**config.mk**
```make
export PLATFORM = sky130hd
export DESIGN_NAME = umu_top
export DESIGN_NICKNAME = d
export VERILOG_FILES = /design/src/rtl/umu_pkg.sv /design/src/rtl/umu_top.sv
export SDC_FILE = /design/constraint.sdc
export NUM_CORES = 2
export LEC_CHECK = 0
export ABC_CLOCK_PERIOD_IN_PS = 22900
export BUFFER_PORTS_ARGS = -buffer_cell sky130_fd_sc_hd__buf_2
export CAP_MARGIN = 20
export CORE_MARGIN = 10
export CORE_UTILIZATION = 50
export DETAILED_ROUTE_END_ITERATION = 16
export PLACE_DENSITY = 0.72
export RECOVER_POWER = 25
export SLEW_MARGIN = 40
export SYNTH_ARGS = -nofsm -noshare
export SYNTH_HDL_FRONTEND = slang
export SYNTH_SLANG_ARGS = --single-unit
```
**constraint.sdc**
```tcl
create_clock -name clk_i -period 22.9 [get_ports clk_i]
set_input_delay 6.87 -clock clk_i [delete_from_list [all_inputs] [get_ports clk_i]]
set_output_delay 6.87 -clock clk_i [all_outputs]
set_load 0.005 [all_outputs]
```
**src/rtl/umu_pkg.sv**
```systemverilog
package umu_pkg;
  // ------------------------------------------------------------
  // instruction encoding
  // ------------------------------------------------------------
  localparam logic [15:0] PREFIX_WORD  = 16'h7A03;
  localparam logic [5:0]  OPC_WORD     = 6'h19;
  localparam logic [5:0]  OPC_LONG     = 6'h18;
  localparam logic [1:0]  MODE_REG     = 2'h2;
  localparam logic [1:0]  MODE_IM_IR   = 2'h0;
  localparam logic [1:0]  MODE_EAM     = 2'h1;
  localparam logic [3:0]  FIELD_IMM    = 4'h0;
  localparam logic [1:0]  SIZE_WORD    = 2'h0;
  localparam logic [1:0]  SIZE_PAIR    = 2'h1;
  localparam logic [1:0]  SIZE_QUAD    = 2'h2;
  // ------------------------------------------------------------
  // register map and reset values
  // ------------------------------------------------------------
  localparam logic [7:0]  ADR_CTRL     = 8'h00;
  localparam logic [7:0]  ADR_FLAGS    = 8'h04;
  localparam logic [7:0]  ADR_PROD_LO  = 8'h08;
  localparam logic [7:0]  ADR_PROD_HI  = 8'h0C;
  localparam logic        CTRL_RST     = 1'h1;
  localparam logic [7:0]  FLAGS_RST    = 8'h00;
  localparam int          FLG_C        = 0;
  localparam int          FLG_Z        = 1;
  localparam int          FLG_S        = 2;
  localparam int          FLG_V        = 3;
  // ------------------------------------------------------------
  // sequencer states
  // ------------------------------------------------------------
  typedef enum logic [3:0] {
    S_IDLE   = 4'h0,
    S_OPC    = 4'h1,
    S_IMM_HI = 4'h2,
    S_IMM_LO = 4'h3,
    S_RD_SRC = 4'h4,
    S_MEM    = 4'h5,
    S_RD_DST = 4'h6,
    S_EXEC   = 4'h7,
    S_WRITE  = 4'h8
  } umu_state_t;
endpackage

```
**src/rtl/umu_top.sv**
```systemverilog
// Chosen here: the Wishbone interface to the registers and the placing of the registers.
`timescale 1ns/100ps
module umu_top (
  input  wire logic        clk_i,
  input  wire logic        rst_i,
  // wishbone slave
  input  wire logic        cyc_i,
  input  wire logic        stb_i,
  input  wire logic        we_i,
  input  wire logic [7:0]  adr_i,
  input  wire logic [3:0]  sel_i,
  input  wire logic [31:0] dat_i,
  output logic      [31:0] dat_o,
  output logic             ack_o,
  // instruction word stream
  input  wire logic [15:0] word_i,
  input  wire logic        word_valid_i,
  output logic             word_ready_o,
  // register file read
  output logic             rf_rd_req_o,
  output logic      [3:0]  rf_rd_addr_o,
  output logic      [1:0]  rf_rd_size_o,
  input  wire logic        rf_rd_ack_i,
  input  wire logic [63:0] rf_rd_data_i,
  // memory operand fetch
  output logic             mem_req_o,
  output logic             mem_eam_o,
  output logic      [3:0]  mem_field_o,
  output logic             mem_long_o,
  input  wire logic        mem_ack_i,
  input  wire logic [31:0] mem_data_i,
  // destination write back
  output logic             wr_en_o,
  output logic      [3:0]  wr_addr_o,
  output logic             wr_long_o,
  output logic      [63:0] wr_data_o,
  output logic      [7:0]  flags_o
);
  import umu_pkg::*;

  // ------------------------------------------------------------
  // bus slave
  // ------------------------------------------------------------
  logic        ack_q;
  logic [31:0] dat_q;
  logic        en_q;
  logic [7:0]  flags_q;
  logic [63:0] prod_q;
  logic        bus_wr;

  assign bus_wr = cyc_i && stb_i && we_i && ack_q && sel_i[0];

  always_ff @(posedge clk_i) begin
    if (rst_i) begin
      ack_q <= 1'b0;
    end else begin
      ack_q <= cyc_i && stb_i && !ack_q;
    end
  end

  // unmapped offsets read zero and still ack, so a master never hangs
  always_ff @(posedge clk_i) begin
    if (rst_i) begin
      dat_q <= 32'h0;
    end else if (cyc_i && stb_i && !ack_q) begin
      if (adr_i == ADR_CTRL) begin
        dat_q <= {31'h0, en_q};
      end else if (adr_i == ADR_FLAGS) begin
        dat_q <= {24'h0, flags_q};
      end else if (adr_i == ADR_PROD_LO) begin
        dat_q <= prod_q[31:0];
      end else if (adr_i == ADR_PROD_HI) begin
        dat_q <= prod_q[63:32];
      end else begin
        dat_q <= 32'h0;
      end
    end
  end

  always_ff @(posedge clk_i) begin
    if (rst_i) begin
      en_q <= CTRL_RST;
    end else if (bus_wr && adr_i == ADR_CTRL) begin
      en_q <= dat_i[0];
    end
  end

  assign ack_o = ack_q;
  assign dat_o = dat_q;

  // ------------------------------------------------------------
  // sequencer
  // ------------------------------------------------------------
  umu_state_t  state_q;
  umu_state_t  state_d;
  logic        long_q;
  logic [1:0]  mode_q;
  logic [3:0]  src_q;
  logic [3:0]  dst_q;
  logic [31:0] srcv_q;
  logic [31:0] dstv_q;
  logic        take;
  logic [1:0]  w_mode;
  logic [5:0]  w_opc;
  logic [3:0]  w_src;
  logic        w_ok;

  assign take   = word_valid_i && word_ready_o;
  assign w_mode = word_i[15:14];
  assign w_opc  = word_i[13:8];
  assign w_src  = word_i[7:4];
  assign w_ok   = (w_opc == OPC_WORD || w_opc == OPC_LONG) && w_mode != 2'h3;

  always_comb begin
    state_d = state_q;
    case (state_q)
      S_IDLE: begin
        if (take && word_i == PREFIX_WORD) begin
          state_d = S_OPC;
        end
      end
      S_OPC: begin
        if (take) begin
          if (!w_ok) begin
            state_d = S_IDLE;
          end else if (w_mode == MODE_REG) begin
            state_d = S_RD_SRC;
          end else if (w_mode == MODE_IM_IR && w_src == FIELD_IMM) begin
            state_d = (w_opc == OPC_LONG) ? S_IMM_HI : S_IMM_LO;
          end else begin
            state_d = S_MEM;
          end
        end
      end
      S_IMM_HI: begin
        if (take) begin
          state_d = S_IMM_LO;
        end
      end
      S_IMM_LO: begin
        if (take) begin
          state_d = S_RD_DST;
        end
      end
      S_RD_SRC: begin
        if (rf_rd_ack_i) begin
          state_d = S_RD_DST;
        end
      end
      S_MEM: begin
        if (mem_ack_i) begin
          state_d = S_RD_DST;
        end
      end
      S_RD_DST: begin
        if (rf_rd_ack_i) begin
          state_d = S_EXEC;
        end
      end
      S_EXEC:  state_d = S_WRITE;
      S_WRITE: state_d = S_IDLE;
      default: state_d = S_IDLE;
    endcase
  end

  always_ff @(posedge clk_i) begin
    if (rst_i) begin
      state_q <= S_IDLE;
    end else begin
      state_q <= state_d;
    end
  end

  // decoded fields of the opcode word
  always_ff @(posedge clk_i) begin
    if (rst_i) begin
      long_q <= 1'b0;
      mode_q <= 2'h0;
      src_q  <= 4'h0;
      dst_q  <= 4'h0;
    end else if (state_q == S_OPC && take) begin
      long_q <= (w_opc == OPC_LONG);
      mode_q <= w_mode;
      src_q  <= w_src;
      dst_q  <= word_i[3:0];
    end
  end

  // source operand, zero extended whatever its origin
  always_ff @(posedge clk_i) begin
    if (rst_i) begin
      srcv_q <= 32'h0;
    end else if (state_q == S_OPC && take) begin
      srcv_q <= 32'h0;
    end else if (state_q == S_IMM_HI && take) begin
      srcv_q[31:16] <= word_i;
    end else if (state_q == S_IMM_LO && take) begin
      srcv_q[15:0] <= word_i;
    end else if (state_q == S_RD_SRC && rf_rd_ack_i) begin
      srcv_q <= long_q ? rf_rd_data_i[31:0] : {16'h0, rf_rd_data_i[15:0]};
    end else if (state_q == S_MEM && mem_ack_i) begin
      srcv_q <= long_q ? mem_data_i : {16'h0, mem_data_i[15:0]};
    end
  end

  // upper half of the destination is never captured
  always_ff @(posedge clk_i) begin
    if (rst_i) begin
      dstv_q <= 32'h0;
    end else if (state_q == S_RD_DST && rf_rd_ack_i) begin
      dstv_q <= long_q ? rf_rd_data_i[31:0] : {16'h0, rf_rd_data_i[15:0]};
    end
  end

  // ------------------------------------------------------------
  // operand requests toward the core
  // ------------------------------------------------------------
  always_ff @(posedge clk_i) begin
    if (rst_i) begin
      word_ready_o <= 1'b0;
      rf_rd_req_o  <= 1'b0;
      rf_rd_addr_o <= 4'h0;
      rf_rd_size_o <= SIZE_WORD;
      mem_req_o    <= 1'b0;
      mem_eam_o    <= 1'b0;
      mem_field_o  <= 4'h0;
      mem_long_o   <= 1'b0;
    end else begin
      word_ready_o <= en_q && (state_d == S_IDLE || state_d == S_OPC ||
                               state_d == S_IMM_HI || state_d == S_IMM_LO);
      rf_rd_req_o  <= (state_d == S_RD_SRC || state_d == S_RD_DST);
      if (state_d == S_RD_SRC) begin
        rf_rd_addr_o <= (state_q == S_OPC) ? w_src : src_q;
        // word_i is stale once the opcode word is gone, so hold the latched size
        rf_rd_size_o <= ((state_q == S_OPC) ? (w_opc == OPC_LONG) : long_q) ?
                        SIZE_PAIR : SIZE_WORD;
      end else if (state_d == S_RD_DST) begin
        rf_rd_addr_o <= dst_q;
        rf_rd_size_o <= long_q ? SIZE_QUAD : SIZE_PAIR;
      end
      mem_req_o <= (state_d == S_MEM);
      if (state_q == S_OPC && take) begin
        mem_eam_o   <= (w_mode == MODE_EAM);
        mem_field_o <= w_src;
        mem_long_o  <= (w_opc == OPC_LONG);
      end
    end
  end

  // ------------------------------------------------------------
  // multiply and write back
  // ------------------------------------------------------------
  logic [63:0] prod_full;
  logic        carry;
  logic        zero;
  logic        sign;

  assign prod_full = {32'h0, dstv_q} * {32'h0, srcv_q};
  assign carry     = long_q ? (prod_q[63:32] != 32'h0) : (prod_q[31:16] != 16'h0);
  assign zero      = long_q ? (prod_q == 64'h0) : (prod_q[31:0] == 32'h0);
  assign sign      = long_q ? prod_q[63] : prod_q[31];

  always_ff @(posedge clk_i) begin
    if (rst_i) begin
      prod_q <= 64'h0;
    end else if (state_q == S_EXEC) begin
      prod_q <= long_q ? prod_full : {32'h0, prod_full[31:0]};
    end
  end

  // only the destination address is ever written
  always_ff @(posedge clk_i) begin
    if (rst_i) begin
      wr_en_o   <= 1'b0;
      wr_addr_o <= 4'h0;
      wr_long_o <= 1'b0;
      wr_data_o <= 64'h0;
    end else begin
      wr_en_o <= (state_q == S_EXEC);
      if (state_q == S_EXEC) begin
        wr_addr_o <= dst_q;
        wr_long_o <= long_q;
        wr_data_o <= long_q ? prod_full : {32'h0, prod_full[31:0]};
      end
    end
  end

  // hardware flag update wins over a bus write in the same cycle
  always_ff @(posedge clk_i) begin
    if (rst_i) begin
      flags_q <= FLAGS_RST;
    end else if (state_q == S_WRITE) begin
      flags_q[FLG_C] <= carry;
      flags_q[FLG_Z] <= zero;
      flags_q[FLG_S] <= sign;
      flags_q[FLG_V] <= 1'b0;
    end else if (bus_wr && adr_i == ADR_FLAGS) begin
      flags_q <= dat_i[7:0];
    end
  end

  assign flags_o = flags_q;
endmodule

```
==> run metrics <==
status=complete, but fails checks; failing checks=capacitance limit, slew limit; Worst-Skew Late Latency=490 ps; total routed wirelength=~120 mm; routed vias/inst=between 5 and 6; setup TNS=0 ps; DRC Markers=0; largest area contributor in the netlist=fa_1; core area=82100 sq um; Buf/Inv on CP=2; Final Setup Violations=0; R2R Setup Slk=between 10000 and 15000 ps; required time worst endpoint=approximately 23000 ps; via count=around 33000; Syn Inst Count=around 4700; layout cell share with drive strength beyond 1=0.0764; Reg2Reg Depth=23; CTS resizes=0; met3 Use GR=0.0457; Hold Path Class=reg -> reg; Die Span Y=~300 um; Setup Skew=approximately 34 ps; antenna-violating nets left=0; Synthesized Nets=approximately 6000; Worst path depth=4; global-route wire length before repair=194 mm; Clock Sinks=a little under 200; top_reg_cell synth=dfxtp_1; initial antenna violation count=5; largest net degree at the start of global routing=65; Reg clk slew, reported paths=about 90 ps; maximum vdd ir drop=0.0537 mV; Routability Congestion=0.975; Final WS setup=~12000 ps; routing usage on met1=0.340; slew of the pin with the lowest slew margin=~3500 ps; hold slack=455 ps; placed inst area=approximately 43000 sq um; Initial Util=0.504; Longest Clk Path Bufs=2; Yosys reg bits=around 200; r2r endpoint=wr_data_o[57]; Synth Warn #=0; leakage power=roughly 22 nW; number of I/O pins=290; GRT Overall Usage=0.260; CP max-delay cell=clkbuf_1; Slew Limit Fails=around 130; relative slew slack=-1.34; TritonRoute pass-1 iters=5; RSZ-0062 raised after global routing=false; CTS tree=done; Crit Path Max Fanout=57; top cells by area, synth=fa_1 43%, dfxtp_1 9.6%, and2_1 8.4%; Yosys cell types=75; Syn-to-layout area delta=6.38%; highest clock rate=93.6 MHz; final critical-path share of the clock period=0.466; Final Hold Violating Endpoints=0; Post-Syn Area per Cell=between 8 and 9 sq um; vias in the first global route=between 30000 and 40000; Max-cap violations=3; Rows=around 110; CP Class=in -> reg; Post-synth EDFFs=0; H-Tree Depth=4; CP most frequent cell=clkbuf_1; Die ar.=94800 sq um; top cell type's share of synthesized area=0.433; Critical path origin=rst_i; CP endpoint kind=register; Top delay family on crit path=buffers and inverters; worst-path cell chain=clkbuf_1, nand2b_1, clkbuf_1, nor2_1; GR peak layer=met2; cts bufs inserted=17; Pwr Total=~0.0007 W; Cell Area, Synth=just over 40000 sq um; Pwr per Cell Area=between 15 and 20 nW/um^2; Post-synth ARST share=0; met2 GRT Util=0.429; Critical Path Sink=srcv_q[24]; Critical Path Start Type=input pin; Port Buf Inserts=230; setup bufs post-CTS=0; CTS Hold Buffers Added=0; DPL Wire Length=slightly below 100 mm; Final min period=about 11000 ps; chip width=approximately 310 um; slowest cell delay on critical path=between 2000 and 2500 ps; nets=roughly 6100; worst r2r src=dstv_q[23]; root buffer cell=clkbuf_16; post-placement worst setup slack=~13000 ps; WL/cell=20.5 um; final instance area=44100 sq um; DR iter-0 viols=roughly 2500; grt ovf=0; sequential fraction of the synthesis area=0.0962; crit path DAT=10960 ps
[how the worst min path moves through the flow]
stage	from	endpoint	depth (start not counted)
after floorplan	en_q	word_ready_o	2
after global placement	dstv_q[24]	dstv_q[24]	2
after detailed placement	wr_addr_o[2]	wr_addr_o[2]	2
after CTS	dstv_q[24]	dstv_q[24]	2
after global routing	dstv_q[19]	dstv_q[19]	2
final	wr_addr_o[2]	wr_addr_o[2]	2
[kinds of logic (layout without fill, tap and decap cells)]
logic type | Yosys count | in the layout | synth area share
flip-flops | 199 | 199 | 0.0962
buffers and inverters | 1184 | 1246 | 0.109
XOR/XNOR | 57 | 57 | 0.0121
AO/OA/AOI/OAI | 470 | 470 | 0.0710
other | 0 | 4 | 0
multiplexers | 40 | 40 | 0.0107
adder cells (fa/ha/maj) | 1159 | 1159 | 0.513
AND/OR/NAND/NOR | 1617 | 1617 | 0.189
[cell type report]
cell class,instances,area (sq um)
Antenna cell,4,10.0
Clock buffer,17,425
Clock inverter,15,190
Fill cell,7487,38000
Inverter,903,3390
Multi-Input combinational cell,3343,33000
Sequential cell,199,3990
Tap cell,1070,1340
Timing Repair Buffer,311,1730
[layer usage]
| metal | part of all wire | vias up |
|---|---|---|
| li1 | - | 14311 |
| met1 | 0.40 | 16745 |
| met2 | 0.48 | 1457 |
| met3 | 0.086 | 309 |
| met4 | 0.040 | 2 |
| met5 | 0.000025 | - |
[flip-flops by register name, indices dropped and copies added, names as in the netlist]
signal and count:
en_q 1, mem_field_o 4, word_ready_o 1, dat_o 32, state_q 4, wr_en_o 1
ack_o 1, wr_data_o 64, mem_long_o 1, dstv_q 32, mem_eam_o 1, srcv_q 32
wr_addr_o 4, dst_q 4, wr_long_o 1, rf_rd_req_o 1, flags_o 8, rf_rd_addr_o 4
rf_rd_size_o 2, mem_req_o 1
[per-stage QoR]
| step | util | cells |
|---|---|---|
| final | 0.537 | 5862 |
| after global placement | 0.529 | 5824 |
| after global routing | 0.537 | 5861 |
| after detailed placement | 0.530 | 5826 |
| after CTS | 0.537 | 5858 |
| after floorplan | - | 4726 |
[report_power, final]
part	internal [W]	switching [W]	leakage, nW
combinational	0.00000915	0.0000212	19.7
sequential	0.000346	0.000000193	1.60
clock	0.000150	0.000176	0.295
[worst min-delay path: stages (launching register included)]
cell and delay (ps):
dfxtp_1 320, nand2_1 50, a21oi_1 50
[cells in the mapped netlist, types with 5 or more instances]
cell / n
inv_1: 903
fa_1: 896
nand2_1: 750
and2_1: 553
clkbuf_1: 268
ha_1: 263
dfxtp_1: 199
a21oi_1: 178
nor2_1: 157
o21ai_0: 87
nand3_1: 48
xnor2_1: 40
a21o_1: 33
a22oi_1: 32
mux2_2: 24
nand4_1: 22
nor3_1: 21
nor4_1: 20
a221oi_1: 19
o21bai_1: 18
xor2_1: 17
mux2i_1: 15
o21ai_1: 15
a22o_1: 14
a211oi_1: 13
a31oi_1: 13
a211o_1: 6
nor2b_1: 6
o211ai_1: 6
nand2b_1: 5
nor3b_1: 5
or3_1: 5
[cell usage in the layout (no fill, tap or decap), drive strengths merged, types with 33 or more instances in the layout]
cell | synthesis | layout
xnor2 | 40 | 40
and2 | 553 | 553
a21oi | 182 | 182
ha | 263 | 263
nor2 | 157 | 157
clkbuf | 269 | 52
o21ai | 103 | 103
dfxtp | 199 | 199
inv | 903 | 912
nand3 | 48 | 48
fa | 896 | 896
nand2 | 751 | 751
a21o | 33 | 33
buf | 12 | 276
Power figures use the tool's default switching activity.
